### src/core/bank_busy_pkg.sv
// Purpose: Constants, types and command codes for the per-bank busy-state command checker.
// Assumes: Commands are sampled on the rising edge of clk, one per cycle, with a 2-bit bank address.
// Notes: Minimum times are rounded up to whole clock cycles.
// Functional notes
// A deselect or no-operation during a read burst with auto precharge lets the burst run to its end.
// A deselect or no-operation during a write burst with auto precharge lets the burst complete.
// The controller sends no column, row, precharge, refresh or mode command to a bank bursting with auto precharge.
// While precharging, deselect, no-operation and precharge are no-operations, and the bank idles after the precharge time.
// While activating, deselect and no-operation are ignored, the bank goes active after the activate delay, and all else except an R10 read or write is illegal.
// Write recovery without auto precharge ends in bank active, accepts a new write, and rejects the other commands.
// Write recovery with auto precharge accepts only deselect or no-operation until the recovery time ends.
// During refresh, deselect and no-operation are no-operations, idle follows the refresh time, and no read or write may come first.
// A command that is illegal only for one busy bank may still go to another bank whose state allows it.
// A read or write to an activating row is allowed only when the additive latency covers the activate delay.
// Every illegal command is flagged as a protocol violation.
// Commands decode from chip select and the three strobes; a high chip select means deselect.
package bank_busy_pkg;

    localparam int NUM_BANKS = 4;
    localparam int BANK_W = 2;
    localparam int CNT_W = 8;
    localparam int CLK_PERIOD_NS = 10;

    // Minimum times in ns; counts round up to whole cycles
    localparam int T_RP_NS = 15;
    localparam int T_RCD_NS = 15;
    localparam int T_WR_NS = 15;
    localparam int T_RFC_NS = 105;
    localparam int BURST_CYCLES = 4;

    function automatic logic [CNT_W-1:0] ns_to_cycles(input int ns);
        int c;
        c = (ns + CLK_PERIOD_NS - 1) / CLK_PERIOD_NS;
        if (c < 1) begin
            c = 1;
        end
        return c[CNT_W-1:0];
    endfunction

    localparam logic [CNT_W-1:0] RP_CYC = ns_to_cycles(T_RP_NS);
    localparam logic [CNT_W-1:0] RCD_CYC = ns_to_cycles(T_RCD_NS);
    localparam logic [CNT_W-1:0] WR_CYC = ns_to_cycles(T_WR_NS);
    localparam logic [CNT_W-1:0] RFC_CYC = ns_to_cycles(T_RFC_NS);
    localparam logic [CNT_W-1:0] BURST_CYC = BURST_CYCLES[CNT_W-1:0];
    localparam logic [CNT_W-1:0] CNT_ZERO = 8'h00;
    localparam logic [CNT_W-1:0] CNT_ONE = 8'h01;

    typedef enum logic [3:0] {
        ST_IDLE = 4'h0,
        ST_ACTIVE = 4'h1,
        ST_READ_AP = 4'h2,
        ST_WRITE_AP = 4'h3,
        ST_PRECHARGING = 4'h4,
        ST_ACTIVATING = 4'h5,
        ST_WR_RECOVER = 4'h6,
        ST_WR_RECOVER_AP = 4'h7,
        ST_REFRESHING = 4'h8
    } bank_state_e;

    typedef enum logic [2:0] {
        CMD_DESEL = 3'h0,
        CMD_NOP = 3'h1,
        CMD_READ = 3'h2,
        CMD_WRITE = 3'h3,
        CMD_ACTIVE = 3'h4,
        CMD_PRE = 3'h5,
        CMD_REFRESH = 3'h6,
        CMD_MODE = 3'h7
    } cmd_e;

    // Raw command pins, chip select and strobes active low as on the bus
    typedef struct packed {
        logic cs_n;
        logic ras_n;
        logic cas_n;
        logic we_n;
        logic [BANK_W-1:0] bank;
        logic auto_pre;
    } cmd_pins_s;

    typedef struct packed {
        logic illegal;
        logic ignored;
        logic accepted;
        logic [BANK_W-1:0] bank;
    } verdict_s;

endpackage

### src/core/bank_busy_check.sv
// Purpose: Tracks each bank's busy state and judges every command as accepted, ignored or illegal.
// Assumes: Command pins come from outside the clock domain and are synchronised here.
// Notes: Idle and active banks accept the usual commands so that busy states can be entered.
module bank_busy_check (
    // Clock and reset
    input wire logic clk,
    input wire logic reset,
    // Command pins from the controller
    input wire bank_busy_pkg::cmd_pins_s pins,
    // Additive latency covers the activate delay
    input wire logic al_covers_rcd,
    // Verdict and state
    output bank_busy_pkg::verdict_s verdict_q,
    output logic [bank_busy_pkg::NUM_BANKS-1:0] bank_busy_q
);

    bank_busy_pkg::cmd_pins_s sync1_q;
    bank_busy_pkg::cmd_pins_s sync2_q;
    bank_busy_pkg::bank_state_e state_q [bank_busy_pkg::NUM_BANKS];
    logic [bank_busy_pkg::CNT_W-1:0] cnt_q [bank_busy_pkg::NUM_BANKS];

    // Command decode from sampled strobe levels
    function automatic bank_busy_pkg::cmd_e decode(input bank_busy_pkg::cmd_pins_s p);
        if (p.cs_n) begin
            return bank_busy_pkg::CMD_DESEL;
        end
        case ({p.ras_n, p.cas_n, p.we_n})
            3'h7: return bank_busy_pkg::CMD_NOP;
            3'h5: return bank_busy_pkg::CMD_READ;
            3'h4: return bank_busy_pkg::CMD_WRITE;
            3'h3: return bank_busy_pkg::CMD_ACTIVE;
            3'h2: return bank_busy_pkg::CMD_PRE;
            3'h1: return bank_busy_pkg::CMD_REFRESH;
            default: return bank_busy_pkg::CMD_MODE;
        endcase
    endfunction

    // Column command: read or write, with or without auto precharge
    function automatic logic is_column(input bank_busy_pkg::cmd_e c);
        return (c == bank_busy_pkg::CMD_READ) || (c == bank_busy_pkg::CMD_WRITE);
    endfunction

    // Refresh and mode setting address every bank at once
    function automatic logic all_bank_cmd(input bank_busy_pkg::cmd_e c);
        return (c == bank_busy_pkg::CMD_REFRESH) || (c == bank_busy_pkg::CMD_MODE);
    endfunction

    // Busy means an auto precharge burst or a recovery, activate, precharge or refresh timer is running in the bank
    function automatic logic is_busy(input bank_busy_pkg::bank_state_e s);
        return (s != bank_busy_pkg::ST_IDLE) && (s != bank_busy_pkg::ST_ACTIVE);
    endfunction

    // The whole command word is sampled as one; a controller holds it for a full clock,
    // so both flops always carry a consistent command
    always_ff @(posedge clk) begin
        if (reset) begin
            sync1_q <= '1;
            sync2_q <= '1;
        end else begin
            sync1_q <= pins;
            sync2_q <= sync1_q;
        end
    end

    bank_busy_pkg::cmd_e cmd;
    logic all_idle;
    logic [bank_busy_pkg::NUM_BANKS-1:0] legal;
    logic [bank_busy_pkg::NUM_BANKS-1:0] quiet;

    always_comb begin
        cmd = decode(sync2_q);
        all_idle = 1'b1;
        for (int b = 0; b < bank_busy_pkg::NUM_BANKS; b++) begin
            if (state_q[b] != bank_busy_pkg::ST_IDLE) begin
                all_idle = 1'b0;
            end
        end
    end

    // Per-bank legality; only the addressed bank judges bank commands
    always_comb begin
        for (int b = 0; b < bank_busy_pkg::NUM_BANKS; b++) begin
            logic hit;
            logic pre_all;
            logic nopish;
            hit = (sync2_q.bank == b[bank_busy_pkg::BANK_W-1:0]);
            pre_all = (cmd == bank_busy_pkg::CMD_PRE) && sync2_q.auto_pre;
            nopish = (cmd == bank_busy_pkg::CMD_DESEL) || (cmd == bank_busy_pkg::CMD_NOP);
            quiet[b] = 1'b1;
            legal[b] = 1'b1;
            // Precharge-all, refresh and mode setting are judged by every bank, so one
            // busy bank is enough to refuse them, except a precharging bank, which allows precharge-all
            if (!nopish && (hit || pre_all || all_bank_cmd(cmd))) begin
                quiet[b] = 1'b0;
                case (state_q[b])
                    bank_busy_pkg::ST_IDLE:
                        legal[b] = (cmd != bank_busy_pkg::CMD_READ)
                                   && (cmd != bank_busy_pkg::CMD_WRITE);
                    bank_busy_pkg::ST_ACTIVE:
                        legal[b] = (cmd == bank_busy_pkg::CMD_READ)
                                   || (cmd == bank_busy_pkg::CMD_WRITE)
                                   || (cmd == bank_busy_pkg::CMD_PRE);
                    bank_busy_pkg::ST_PRECHARGING:
                        legal[b] = (cmd == bank_busy_pkg::CMD_PRE);
                    bank_busy_pkg::ST_ACTIVATING:
                        legal[b] = al_covers_rcd && is_column(cmd);
                    bank_busy_pkg::ST_WR_RECOVER:
                        legal[b] = (cmd == bank_busy_pkg::CMD_WRITE);
                    default:
                        legal[b] = 1'b0;
                endcase
            end
        end
    end

    logic bad;
    always_comb begin
        bad = ~&legal;
        // Refresh and mode setting need every bank idle
        if (all_bank_cmd(cmd) && !all_idle) begin
            bad = 1'b1;
        end
    end

    // A precharge to a bank already precharging is a no-operation: its timer keeps running,
    // or a controller repeating the command could hold the bank busy for ever
    logic [bank_busy_pkg::NUM_BANKS-1:0] takes_cmd;
    always_comb begin
        for (int b = 0; b < bank_busy_pkg::NUM_BANKS; b++) begin
            takes_cmd[b] = !quiet[b] && !bad
                           && (state_q[b] != bank_busy_pkg::ST_PRECHARGING);
        end
    end

    // Verdict and the state change it causes land on the same edge
    always_ff @(posedge clk) begin
        if (reset) begin
            verdict_q <= '0;
        end else begin
            verdict_q.illegal <= bad;
            verdict_q.ignored <= !bad && (&quiet);
            verdict_q.accepted <= !bad && !(&quiet);
            verdict_q.bank <= sync2_q.bank;
        end
    end

    // Bank state machines; an illegal command leaves state untouched
    for (genvar g = 0; g < bank_busy_pkg::NUM_BANKS; g++) begin : g_bank
        always_ff @(posedge clk) begin
            if (reset) begin
                state_q[g] <= bank_busy_pkg::ST_IDLE;
                cnt_q[g] <= bank_busy_pkg::CNT_ZERO;
            end else if (takes_cmd[g]) begin
                case (cmd)
                    bank_busy_pkg::CMD_ACTIVE: begin
                        state_q[g] <= bank_busy_pkg::ST_ACTIVATING;
                        cnt_q[g] <= bank_busy_pkg::RCD_CYC;
                    end
                    bank_busy_pkg::CMD_READ: begin
                        state_q[g] <= sync2_q.auto_pre ? bank_busy_pkg::ST_READ_AP
                                                       : bank_busy_pkg::ST_ACTIVE;
                        cnt_q[g] <= bank_busy_pkg::BURST_CYC;
                    end
                    bank_busy_pkg::CMD_WRITE: begin
                        state_q[g] <= sync2_q.auto_pre ? bank_busy_pkg::ST_WRITE_AP
                                                       : bank_busy_pkg::ST_WR_RECOVER;
                        cnt_q[g] <= sync2_q.auto_pre ? bank_busy_pkg::BURST_CYC
                                                     : bank_busy_pkg::WR_CYC;
                    end
                    bank_busy_pkg::CMD_PRE: begin
                        // An idle bank stays idle; only an active bank starts precharging
                        if (state_q[g] != bank_busy_pkg::ST_IDLE) begin
                            state_q[g] <= bank_busy_pkg::ST_PRECHARGING;
                            cnt_q[g] <= bank_busy_pkg::RP_CYC;
                        end
                    end
                    bank_busy_pkg::CMD_REFRESH: begin
                        state_q[g] <= bank_busy_pkg::ST_REFRESHING;
                        cnt_q[g] <= bank_busy_pkg::RFC_CYC;
                    end
                    default: begin
                    end
                endcase
            end else if (cnt_q[g] > bank_busy_pkg::CNT_ONE) begin
                // Timers run on cycles that bring this bank no accepted command, or a precharge while it is precharging
                cnt_q[g] <= cnt_q[g] - bank_busy_pkg::CNT_ONE;
            end else if (cnt_q[g] == bank_busy_pkg::CNT_ONE) begin
                cnt_q[g] <= bank_busy_pkg::CNT_ZERO;
                case (state_q[g])
                    bank_busy_pkg::ST_READ_AP: begin
                        state_q[g] <= bank_busy_pkg::ST_PRECHARGING;
                        cnt_q[g] <= bank_busy_pkg::RP_CYC;
                    end
                    bank_busy_pkg::ST_WRITE_AP: begin
                        state_q[g] <= bank_busy_pkg::ST_WR_RECOVER_AP;
                        cnt_q[g] <= bank_busy_pkg::WR_CYC;
                    end
                    bank_busy_pkg::ST_WR_RECOVER_AP: begin
                        state_q[g] <= bank_busy_pkg::ST_PRECHARGING;
                        cnt_q[g] <= bank_busy_pkg::RP_CYC;
                    end
                    bank_busy_pkg::ST_PRECHARGING:
                        state_q[g] <= bank_busy_pkg::ST_IDLE;
                    bank_busy_pkg::ST_REFRESHING:
                        state_q[g] <= bank_busy_pkg::ST_IDLE;
                    bank_busy_pkg::ST_ACTIVATING,
                    bank_busy_pkg::ST_WR_RECOVER:
                        state_q[g] <= bank_busy_pkg::ST_ACTIVE;
                    default: begin
                    end
                endcase
            end
        end

        always_ff @(posedge clk) begin
            if (reset) begin
                bank_busy_q[g] <= 1'b0;
            end else begin
                bank_busy_q[g] <= is_busy(state_q[g]);
            end
        end
    end

endmodule  // bank_busy_check

### config.mk
export PLATFORM = sky130hd
export DESIGN_NAME = bank_busy_check
export DESIGN_NICKNAME = d
export VERILOG_FILES = /design/src/core/bank_busy_pkg.sv /design/src/core/bank_busy_check.sv
export SDC_FILE = /design/constraint.sdc
export NUM_CORES = 1
export LEC_CHECK = 0
export BUFFER_PORTS_ARGS = -buffer_cell sky130_fd_sc_hd__buf_2
export CAP_MARGIN = 20
export CORE_ASPECT_RATIO = 0.8
export CORE_MARGIN = 2
export CORE_UTILIZATION = 48
export DETAILED_ROUTE_END_ITERATION = 12
export GPL_ROUTABILITY_DRIVEN = 1
export HOLD_SLACK_MARGIN = 0.05
export PLACE_DENSITY = 0.65
export RECOVER_POWER = 100
export SETUP_SLACK_MARGIN = 0.5
export SYNTH_ARGS = -nofsm -noshare
export SYNTH_HDL_FRONTEND = slang
export SYNTH_SLANG_ARGS = --single-unit
### constraint.sdc
create_clock -name clk -period 3.76 [get_ports clk]
set_input_delay 0.188 -clock clk [delete_from_list [all_inputs] [get_ports clk]]
set_output_delay 0.188 -clock clk [all_outputs]
set_load 0.02 [all_outputs]
# Word level (Yosys, flattened, before mapping)
# Memories as Yosys holds them, arrays and structs flattened.
# Cells that the tools add are included.
[totals]
regBits = 23
ram_bits = 48
inputBits = 10
output_inout_bits = 9
elab_cells = 593
n_memories = 2
[classes]
addsub = 4
magnitude_cmp = 4
n_eq_ne = 62
muxes = 362
bitwise_logic = 84
n_reduce_logical = 55
[memory_table]
columns = ["memory", "depth", "word_bits", "rd", "rd_clocked_by_memory_dff", "wr", "line_no", "text"]
rows = [
  ["cnt_q", 4, 8, 4, 0, 4, "bank_busy_check.sv:20", "logic [bank_busy_pkg::CNT_W-1:0] cnt_q [bank_busy_pkg::NUM_BANKS];"],
  ["state_q", 4, 4, 4, 0, 4, "bank_busy_check.sv:19", "bank_busy_pkg::bank_state_e state_q [bank_busy_pkg::NUM_BANKS];"],
]
[op_table]
columns = ["operator", "count"]
rows = [
  ["8-bit 2-to-1 mux", 40],
  ["1-bit 2-to-1 mux", 268],
  ["4-bit 2-to-1 mux", 44],
  ["1-bit OR", 84],
  ["4-bit by 3-bit equality test with 1-bit output, second input constant", 16],
  ["4-bit by 2-bit equality test with 1-bit output, second input constant", 8],
  ["8-bit by 1-bit equality test with 1-bit output, second input constant", 4],
  ["8-bit by 1-bit greater-than comparator with 1-bit output, second input constant", 4],
  ["8-bit by 1-bit subtractor with 8-bit output, second input constant", 4],
  ["1-bit logical AND", 22],
  ["3-bit equality test, second input constant", 7],
  ["1-bit one-hot mux with 5 select lines", 4],
  ["3-bit one-hot mux with 6 select lines", 1],
  ["4-bit by 1-bit equality test with 1-bit output, second input constant", 4],
  ["4-bit equality test, second input constant", 4],
  ["4-bit logical NOT", 4],
  ["4-bit by 1-bit != test with 1-bit output, second input constant", 4],
  ["4-bit by 3-bit != test with 1-bit output, second input constant", 4],
  ["4-bit nonzero test", 4],
  ["3-bit by 2-bit equality test with 1-bit output, second input constant", 4],
  ["1-bit logical OR", 12],
  ["3-bit 2-to-1 mux", 4],
  ["4-bit AND reduction", 2],
  ["2-bit OR reduction", 4],
  ["8 further kinds", 15],
]

# Depth between registers and ports, before layout
# Gate-level depths: netlist of run 1.
[logic_depth]
ltp_word = 29
depth_mapped = 10
depth_no_buf = 8

# Worst setup path before layout of run 1
# Ideal clock, no wire load.
[synth_timing]
path_kind = "register -> register"
from = "memory state_q[3][0] (netlist name)"
to = "memory cnt_q[1][0] (netlist name) (enable)"
setup_ns = 0.376
arrival_time_ns = 2.871
t_required_ns = 3.384
setup_slack_ns = 0.512
path_stages_with_launch = 11
n_path_buf = 3
synth_period_minus_slack_ns = 3.248
path_cell_list = "edfxtp_1 -> buf_6 -> or3b_1 -> a2111oi_2 -> o21a_1 -> a2111oi_1 -> or3_1 -> buf_6 -> or3_4 -> buf_6 -> mux2i_1"
[synth_lines]
columns = ["item", "line_no"]
rows = [
  ["from (decl)", "bank_busy_check.sv:19"],
  ["to (decl)", "bank_busy_check.sv:20"],
]

==> metrics, run 1 <==
DR WL/cell between 15 and 20 um; Min Clock Period, post-route approximately 3300 ps; Seq/Total Area, Yosys 0.436; number of flops mapped to enable cells by yosys 48; RSZ-0062 raised after global routing false; post-synthesis register bit count 71; crit start category flip-flop; fraction of layout cells with a size suffix above 1 0.128; vias in the first global route 3276; Max Fclk a little over 300 MHz; initial antenna violation count 0; hpwl dp 7140 um; full die area between 9000 and 10000 sq um; leakage about 1.9 nW; arrival time at the worst endpoint 3310 ps; gr ovfl total 0; final RePlAce weighted congestion between 0.9 and 1; Buffers on Ports 18; failing checks max-capacitance violations, max-slew violations; multi-input logic area approximately 2300 sq um; final hold vios 0; Clock Pin Slew Worst Setup and Hold Paths approximately 60 ps; final setup TNS 0 ps; pin count of the biggest net entering global routing 49; CTS buffer count 9; Vias per Instance ~5.9; nets approximately 510; Worst-Margin Slew about 2000 ps; row cnt 31; Util after Layout 0.554; # clock sinks around 70; WL final 9870 um; H-tree depth 3; Worst Path Required ~3800 ps; Max Cap Violations 1; Primary FF master, synth edfxtp_1; clk buf depth 2; post-synthesis net count about 490; HP Class flip-flop to flip-flop; Worst setup EP type flip-flop; DRC Markers 0; complex-gate fraction of the synthesized area 0.151; die width about 110 um; first-pass GRT wire length about 16000 um; period utilisation layout 0.871; antenna cell count 0; detailed-route via count 3608; CP max FO 10; CTS tree yes; TritonRoute pass-1 iters 5; Core Box Area a little under 9000 sq um; Die Y between 80 and 90 um; clk_skew 8.43 ps; DRT iter0 DRCs around 290; FFs w/ async S/R, synth 0; distinct cell type count after synthesis 64; # setup viols final 0; Initial Util 0.489; FILL cells between 800 and 900; Slew Limit Fails about 50; fraction of the mapped netlist area in adder cells 0.0230; Peak supply drop between 0.2 and 0.3 mV; Worst-Skew Late Latency around 330 ps; I/O Pins 19; Root Driver clkbuf_16; GRT Total Usage 0.208; CP Class flip-flop to flip-flop; largest family of logic cells by synthesized area simple AND/OR/NAND/NOR gates; ANT nets after route 0; Ys Warns 0; Slew HR -0.313; Power per Cell Area between 600 and 700 nW/um^2; mux contribution to synthesized area 0.0347; setup slack, reg-to-reg between 400 and 500 ps; Mapped Cells between 400 and 500; Synth Area in XOR/XNOR 0.0603; Post-Synth Simple-Gate Area 0.249; status finished with violations; Area growth, synth to finish 13.4%; syn_area_per_cell 9.27 sq um; Storage cell area ~1900 sq um; mapped cell area between 4000 and 5000 sq um
[synthesized netlist by cell type, types with 3 or more instances]
| cell | number | area share |
|---|---|---|
| edfxtp_1 | 48 | 0.33 |
| nor2_1 | 46 | 0.040 |
| nand2_1 | 30 | 0.026 |
| nor3_1 | 29 | 0.033 |
| dfxtp_1 | 23 | 0.11 |
| clkbuf_1 | 21 | 0.018 |
| a21oi_1 | 18 | 0.021 |
| inv_1 | 18 | 0.015 |
| xnor2_1 | 18 | 0.036 |
| o21ai_0 | 17 | 0.020 |
| or2_2 | 17 | 0.024 |
| or3_1 | 14 | 0.020 |
| nand2b_1 | 13 | 0.019 |
| nand3_1 | 12 | 0.014 |
| xor2_1 | 12 | 0.024 |
| mux2i_1 | 11 | 0.025 |
| nor4_1 | 9 | 0.013 |
| a31oi_1 | 8 | 0.011 |
| ha_1 | 8 | 0.023 |
| o31ai_1 | 8 | 0.014 |
| nor2b_1 | 7 | 0.010 |
| o22ai_1 | 7 | 0.010 |
| o211ai_1 | 6 | 0.010 |
| o21a_1 | 5 | 0.0086 |
| o21bai_1 | 4 | 0.0069 |
| a21o_1 | 3 | 0.0052 |
| a311o_1 | 3 | 0.0069 |
| and3_1 | 3 | 0.0043 |
| buf_6 | 3 | 0.0077 |
| nor4b_1 | 3 | 0.0060 |
| o41ai_1 | 3 | 0.0060 |
[cell families after synthesis]
kind of cell,Yosys count
flops,71
fa+ha+maj,8
simple gates,203
buf+inv,46
xor+xnor,30
mux,14
compound gates,98
[layout make-up]
type | instances | share of cell area
Multi-Input combinational cell | 353 | 0.456
Clock inverter | 4 | 0.00633
Clock buffer | 12 | 0.0564
Inverter | 18 | 0.0137
Sequential cell | 71 | 0.385
Tap cell | 115 | 0.0291
Timing Repair Buffer | 43 | 0.0534
[cell usage in the layout (no fill, tap or decap), drive strengths merged, types with 18 or more instances in the layout]
master   n
o21ai   18
inv     20
a21oi   18
buf     21
xnor2   18
clkbuf  27
dfxtp   23
nand2   30
edfxtp  48
nor2    46
nor3    30
[critical path, stage by stage (launching register included)]
cell,delay [ps]
edfxtp_1,520
or3b_1,400
a2111oi_0,370
o21a_1,160
a2111oi_0,70
or3_1,570
or3_4,520
mux2i_1,180
buf_4,200
[metal layers]
| metal | share of wire | wire (um) | global-route usage | vias to the layer above |
|---|---|---|---|---|
| met4 | 0.015 | 152 | 0.0705 | 0 |
| met1 | 0.50 | 4980 | 0.304 | 1710 |
| li1 | - | - | - | 1784 |
| met5 | 0 | 0 | 0 | - |
| met3 | 0.054 | 532 | 0.0434 | 15 |
| met2 | 0.43 | 4210 | 0.310 | 99 |
[per-stage QoR]
step	instances	area, sq um	total power, W	hold WS, ps	setup WS, ps
after floorplan	470	4360	0.00191	292	512
final	616	4940	0.00298	412	487
after global placement	590	4580	0.00210	372	551
after detailed placement	590	4580	0.00213	373	536
after CTS	613	4960	0.00300	415	527
after global routing	616	4940	0.00318	423	280
[sequential cells by signal, indices dropped and copies added (netlist names)]
name,count
state_q,16
cnt_q,32
verdict_q,5
sync1_q,7
sync2_q,7
bank_busy_q,4
[repair_timing]
| item | CTS | global route |
|---|---|---|
| hold buffers | 7 | 0 |
| setup endpoints to repair | 0 | 36 |
| endpoints found under the hold margin | 7 | 0 |
| setup buffers | 0 | 3 |
| gates resized for setup | 0 | 5 |
[power breakdown]
group | total, W | leakage, nW | switching [W] | internal [W]
combinational | 0.000868 | 1.01 | 0.000473 | 0.000395
sequential | 0.00125 | 0.715 | 0.000173 | 0.00108
clock | 0.000857 | 0.154 | 0.000325 | 0.000531
total | 0.00298 | 1.88 | 0.000971 | 0.00201
[worst paths after layout]
check | from | cells past startpoint | to
setup / recovery | state_q[3][0]$_SDFFCE_PP1P_ | 8 | cnt_q[1][3]$_SDFFCE_PP0P_
hold / removal | sync1_q[0]$_SDFF_PP1_ | 1 | sync2_q[0]$_SDFF_PP1_
setup reg to reg | state_q[3][0]$_SDFFCE_PP1P_ | 8 | cnt_q[1][3]$_SDFFCE_PP0P_
hold reg to reg | sync1_q[0]$_SDFF_PP1_ | 1 | sync2_q[0]$_SDFF_PP1_
Note: power is estimated with default switching activity, not from simulation.
==> inputs of run 2 (changes only) <==
--- a/config.mk
+++ b/config.mk
@@ -9,13 +9,11 @@
 export CAP_MARGIN = 20
 export CORE_ASPECT_RATIO = 0.8
 export CORE_MARGIN = 2
-export CORE_UTILIZATION = 48
+export CORE_UTILIZATION = 35
 export DETAILED_ROUTE_END_ITERATION = 12
 export GPL_ROUTABILITY_DRIVEN = 1
 export HOLD_SLACK_MARGIN = 0.05
-export PLACE_DENSITY = 0.65
-export RECOVER_POWER = 100
-export SETUP_SLACK_MARGIN = 0.5
+export PLACE_DENSITY = 0.5
 export SYNTH_ARGS = -nofsm -noshare
 export SYNTH_HDL_FRONTEND = slang
 export SYNTH_SLANG_ARGS = --single-unit
==> run 2 against run 1 <==
Critical path type unchanged. Sequential power about the same. Global-route usage decreased by 4.5 points. Combinational power about the same. Die area increased by 36%. Wire length increased by 5.7%. Fmax decreased by 5.1%. Setup slack got worse by 180 ps. The flow now finishes without violations. Final cell count increased by 5.4%. Utilization decreased by 14 points. Clock skew increased by 3.1 ps. Critical path depth decreased by 2. Largest cell class unchanged. Count of clock-buffer cells in the layout increased by 1.
==> metrics, run 2 (same netlist as run 1, synthesis figures left out) <==
Buffers on Ports 18 (unchanged); full die area 13400 sq um (+36%); ANT nets after route 0 (unchanged); non-filler cells, final 649 (+5.4%); Max Cap Violations 0 (-1); WL final 10400 um (+5.7%); Worst-Margin Slew 854 ps (-1120 ps); Slowest-stage cell, CP dfxtp_1; Slew HR 0.431 (+0.743); pin count of the biggest net entering global routing 49 (unchanged); antenna cell count 0 (unchanged); # clock sinks 71 (unchanged); initial antenna violation count 0 (unchanged); Worst-Skew Late Latency 330 ps (about the same); nets 510 (-0.78%); period utilisation layout 0.918 (+0.0472); most common cell after layout, fill and taps aside edfxtp_1; first-pass GRT wire length 17100 um (+5.1%); Buf/Inv on CP 0 (-1); Hold WS 405 ps (-6.70 ps); CTS buffer count 9 (unchanged); pre-CTS WS 421 ps (-114 ps); cell family with most CP delay simple AND/OR/NAND/NOR gates; final worst slack 309 ps (-178 ps); Clock Pin Slew Worst Setup and Hold Paths 60 ps (about the same); Largest regs cnt_q: 32 flops, state_q: 16 flops; gr ovfl total 0 (unchanged); fraction of layout cells with a size suffix above 1 0.149 (+0.0211); Power per Cell Area 597 nW/um^2 (-0.91%); wire length on met2 4120 um (-2.2%); commonest non-fill, non-tap cells in the layout edfxtp_1, nor2_1, nand2_1; met3 WL 595 um (+12%); die width 129 um (+16%); clk_skew 11.5 ps (+3.07 ps); # setup viols final 0 (unchanged); FF-to-FF Start sync2_q[5]$_SDFF_PP1_; Sw Share 0.320 (-0.00680); Die Y 104 um (+16%); Vias per Instance 5.46 (-6.8%); CTS tree yes; RSZ-0062 raised after global routing false; min-delay src sync1_q[2]$_SDFF_PP1_; critical path's largest stage delay 650 ps (+80 ps); arrival time at the worst endpoint 3440 ps (+130 ps); Root Driver clkbuf_16; Slew Limit Fails 0 (-100%); cell chain of the critical path nor3b_1, and4b_1, a211oi_1, or3_1, or3_4, mux2i_1; final RePlAce weighted congestion 0.874 (-7.1%); DRT iter0 DRCs 402 (+41%); Pint 0.00203 W (+1.2%); Top Layer Used met4; status complete, no violations; CP max FO 17 (+7); H-tree depth 3 (unchanged); DR WL/cell 16.1 um (+0.35%); Clock Power Share 0.289 (about the same); vias in the first global route 3345 (+2.1%); row cnt 36 (+16%); CP Class flip-flop to flip-flop; wire length on met1 5570 um (+12%); cts repair resizes 0 (unchanged); crit start category flip-flop; Area growth, synth to finish 14.6%; max reg flops 32 (unchanged); Placed Cells incl. Taps 626 (+6.1%); final setup TNS 0 ps (unchanged); final hold vios 0 (unchanged); hpwl dp 7480 um (+4.7%); Max Fclk 290 MHz (-5.1%); GRT Total Usage 0.163 (-0.0455); clk buf depth 2 (unchanged); Flop pwr share 0.421 (about the same); I/O Pins 19 (unchanged); Worst setup EP type flip-flop; switching power 0.000953 W (-1.9%); Comb pwr share 0.290 (-0.002); Initial Util 0.358 (-0.130); Core Box Area 12200 sq um (+36%); DRC Markers 0 (unchanged); crit path from sync2_q[5]$_SDFF_PP1_; leakage 1.92 nW (+2.4%); largest register by flop count cnt_q; Peak supply drop 0.231 mV (-14%); Min Clock Period, post-route 3450 ps (+178 ps); detailed-route via count 3543 (-1.8%); TritonRoute pass-1 iters 5 (unchanged); Worst Path Required 3740 ps (-60 ps); HP Class flip-flop to flip-flop
[run 2: path summary, 6_finish.rpt]
| check | to | slack, ps | depth (start not counted) |
|---|---|---|---|
| worst max-delay path | state_q[1][2]$_SDFFCE_PP0P_ | 310 | 6 |
| worst min-delay path | sync2_q[2]$_SDFF_PP1_ | 410 | 1 |
| worst max register to register | state_q[1][2]$_SDFFCE_PP0P_ | 310 | 6 |
| worst min register to register | sync2_q[2]$_SDFF_PP1_ | 410 | 1 |
[run 2: power by group through the flow]
stage                     Combinational [W]  Clock, W  Sequential [W]
after global routing               0.000986  0.000911         0.00128
after CTS                          0.000870  0.000881         0.00125
after global placement             0.000852         0         0.00126
after detailed placement           0.000854         0         0.00127
after floorplan                    0.000702         0         0.00121
final                              0.000865  0.000861         0.00126
[run 2: routing by layer]
layer | vias up | GRT usage
li1 | 1769 | -
met2 | 99 | 0.217
met4 | 0 | 0.0481
met5 | - | 0
met3 | 14 | 0.0398
met1 | 1661 | 0.254
[run 2: through the flow]
stage          power [W]  area [sq um]   util
2_1_floorplan    0.00191          4360      -
3_3_place_gp     0.00211          4610  0.379
3_5_place_dp     0.00212          4610  0.379
4_1_cts          0.00300          5000  0.411
5_1_grt          0.00318          5000  0.411
6_report         0.00298          5000  0.411
[run 2: cell type report]
cell class / instances / area (sq um)
fillers: 1191 / 7160
multi-input cells: 353 / 2260
flip-flops and latches: 71 / 1900
clock buffers: 13 / 293
repair buffers: 39 / 265
well taps: 152 / 190
inverters: 18 / 67.6
clock inverters: 3 / 20.0
[run 2: timing repair]
| item | 4_1_cts | 5_1_grt |
|---|---|---|
| setup buffers | 0 | 0 |
| hold endpoints to repair | 7 | 0 |
| hold buffers | 7 | 0 |
[run 2: worst register-to-register path: stages, from the launching register on]
cell and delay [ps]:
dfxtp_1 650, nor3b_1 640, and4b_1 290, a211oi_1 60, or3_1 540, or3_4 530, mux2i_1 410
==> inputs of run 3 (changes only) <==
--- a/config.mk
+++ b/config.mk
@@ -13,7 +13,7 @@
 export DETAILED_ROUTE_END_ITERATION = 12
 export GPL_ROUTABILITY_DRIVEN = 1
 export HOLD_SLACK_MARGIN = 0.05
-export PLACE_DENSITY = 0.5
+export PLACE_DENSITY = 0.52
 export SYNTH_ARGS = -nofsm -noshare
 export SYNTH_HDL_FRONTEND = slang
 export SYNTH_SLANG_ARGS = --single-unit
==> constraint.sdc (replaced) <==
create_clock -name clk -period 2.8 [get_ports clk]
set_input_delay 0.14 -clock clk [delete_from_list [all_inputs] [get_ports clk]]
set_output_delay 0.14 -clock clk [all_outputs]
set_load 0.02 [all_outputs]
==> run 3 against run 2 <==
The run now ends with negative setup slack left. Final cell count grew 8.0%. Sequential cell count is the same. Clock power rose by 42%. Combinational power up 53%. Critical path depth grew 2. First-iteration DRC count fell by 33%. Utilization rose by 4.4 points. Setup slack got worse by 370 ps. Sequential share of layout area is 3.6 points lower. Register-to-register slack worse by 370 ps. Wire length up 7.7%. Largest power group unchanged.
==> metrics, run 3 (same netlist as run 1, synthesis figures left out) <==
status finished with violations; failing checks negative setup slack; most common cell after layout, fill and taps aside buf_4; non-filler cells, final 701 (+8.0%); Slew Limit Fails 0 (unchanged); # clock sinks 71 (unchanged); crit start category flip-flop; hpwl dp 8250 um (+10%); # setup viols final 20 (+20); CTS tree yes; final worst slack -65.2 ps (-374 ps); post-route cell area 5530 sq um (+11%); Worst Path Required 2880 ps (-860 ps); I/O Pins 19 (unchanged); CTS buffer count 9 (unchanged); leakage 2.18 nW (+13%); clk buf depth 2 (unchanged); final hold vios 0 (unchanged); Initial Util 0.358 (unchanged); die width 129 um (unchanged); reg2reg path depth 8 (+2); Buffers on Ports 18 (unchanged); Clock Pin Slew Worst Setup and Hold Paths 50 ps (about the same); Largest regs cnt_q: 32 flops, state_q: 16 flops; ANT nets after route 0 (unchanged); setup slack, reg-to-reg -70 ps (-370 ps); GRT Total Usage 0.179 (+0.0162); WL final 11200 um (+7.7%); DRC Markers 0 (unchanged); dpl cell area 5010 sq um (+8.6%); period utilisation layout 1.02 (+0.105); initial antenna violation count 0 (unchanged); Max Cap Violations 0 (unchanged); HP Class primary input to flip-flop; FF-to-FF Start state_q[3][1]$_SDFFCE_PP0P_; fraction of layout cells with a size suffix above 1 0.253 (+0.104); pin count of the biggest net entering global routing 30 (-39%); largest register by flop count cnt_q; crit path capture cnt_q[3][3]$_SDFFCE_PP0P_; row cnt 36 (unchanged); Placed Cells incl. Taps 674 (+7.7%); TritonRoute pass-1 iters 5 (unchanged); nets 562 (+10%); FF-to-FF End cnt_q[3][3]$_SDFFCE_PP0P_; full die area 13400 sq um (unchanged); commonest non-fill, non-tap cells in the layout buf_4, edfxtp_1, nor2_1; Peak supply drop 0.389 mV (+68%); vias in the first global route 3662 (+9.5%); CP Class flip-flop to flip-flop; Min Clock Period, post-route 2870 ps (-586 ps); Worst-Skew Late Latency 340 ps (about the same); final RePlAce weighted congestion 0.908 (+4.0%); Max Fclk 349 MHz (+20%); first-pass GRT wire length 18800 um (+10%); max reg flops 32 (unchanged); Die Y 104 um (unchanged); H-tree depth 3 (unchanged); Worst setup EP type flip-flop; final setup TNS -868 ps (-868 ps); RSZ-0062 raised after global routing true; gr ovfl total 0 (unchanged); Root Driver clkbuf_16; clk_skew 4.86 ps (-6.64 ps); arrival time at the worst endpoint 2940 ps (-500 ps); DRT iter0 DRCs 269 (-33%); crit path from state_q[3][1]$_SDFFCE_PP0P_; antenna cell count 0 (unchanged); Slew HR 0.623 (+0.192); Area growth, synth to finish 26.8%; Power per Cell Area 759 nW/um^2 (+27%); DR WL/cell 16.0 um (-0.26%); CP max FO 8 (-9); Core Box Area 12200 sq um (unchanged); Worst-Margin Slew 563 ps (-291 ps); detailed-route via count 3768 (+6.4%); Vias per Instance 5.38 (-1.5%)
==> run 3: what timing repair did <==
action                                 in CTS  in global routing
buffers inserted                            4                  0
endpoints found under the hold margin       7                  0
hold buffers                                7                  0
setup endpoints to repair                  33                 76
pin swaps                                   3                  3
gates resized for setup                     8                 17
cloned                                      0                  0
==> run 3: worst min-delay path by stage <==
stage / startpoint / end / slack (ps) / cells past startpoint
3_3_place_gp: pins[5] / sync1_q[5]$_SDFF_PP1_ / 320 / 2
6_report: reset / bank_busy_q[3]$_SDFF_PP0_ / 210 / 2
4_1_cts: reset / bank_busy_q[0]$_SDFF_PP0_ / 200 / 2
2_1_floorplan: pins[0] / sync1_q[0]$_SDFF_PP1_ / 240 / 1
3_5_place_dp: pins[5] / sync1_q[5]$_SDFF_PP1_ / 330 / 2
5_1_grt: reset / bank_busy_q[3]$_SDFF_PP0_ / 230 / 2
==> run 3: critical path: stages, from the launching register on <==
cell and delay [ps]:
edfxtp_1 390, or3b_4 410, a2111oi_4 290, o21a_1 170, a2111oi_2 50, or3_4 390, buf_6 140, o32a_1 330
or3_4 430
==> run 3: per-stage QoR <==
step	hold WS (ps)	total power (W)	util	worst slack, ps
3_3_place_gp	322	0.00290	0.412	-178
2_1_floorplan	244	0.00258	-	-137
4_1_cts	204	0.00422	0.450	-50.9
6_report	213	0.00419	0.455	-65.2
5_1_grt	233	0.00447	0.455	-179
3_5_place_dp	325	0.00293	0.412	-101
==> run 3: final cells by class <==
type	instances	area (sq um)
repair buffers	91	691
multi-input cells	353	2360
flip-flops and latches	71	1910
fillers	1152	6630
inverters	18	67.6
well taps	152	190
clock inverters	4	68.8
clock buffers	12	246
==> run 3: power breakdown <==
| group | internal [W] | switching, W |
|---|---|---|
| clock network | 0.000800 | 0.000421 |
| registers | 0.00145 | 0.000202 |
| logic | 0.000632 | 0.000691 |
==> run 3: per-layer routing <==
layer	vias up	track usage	share of wire
met3	24	0.0434	0.058
met1	1770	0.268	0.51
met4	0	0.0769	0.026
li1	1874	-	-
met5	-	0	0
met2	100	0.241	0.40
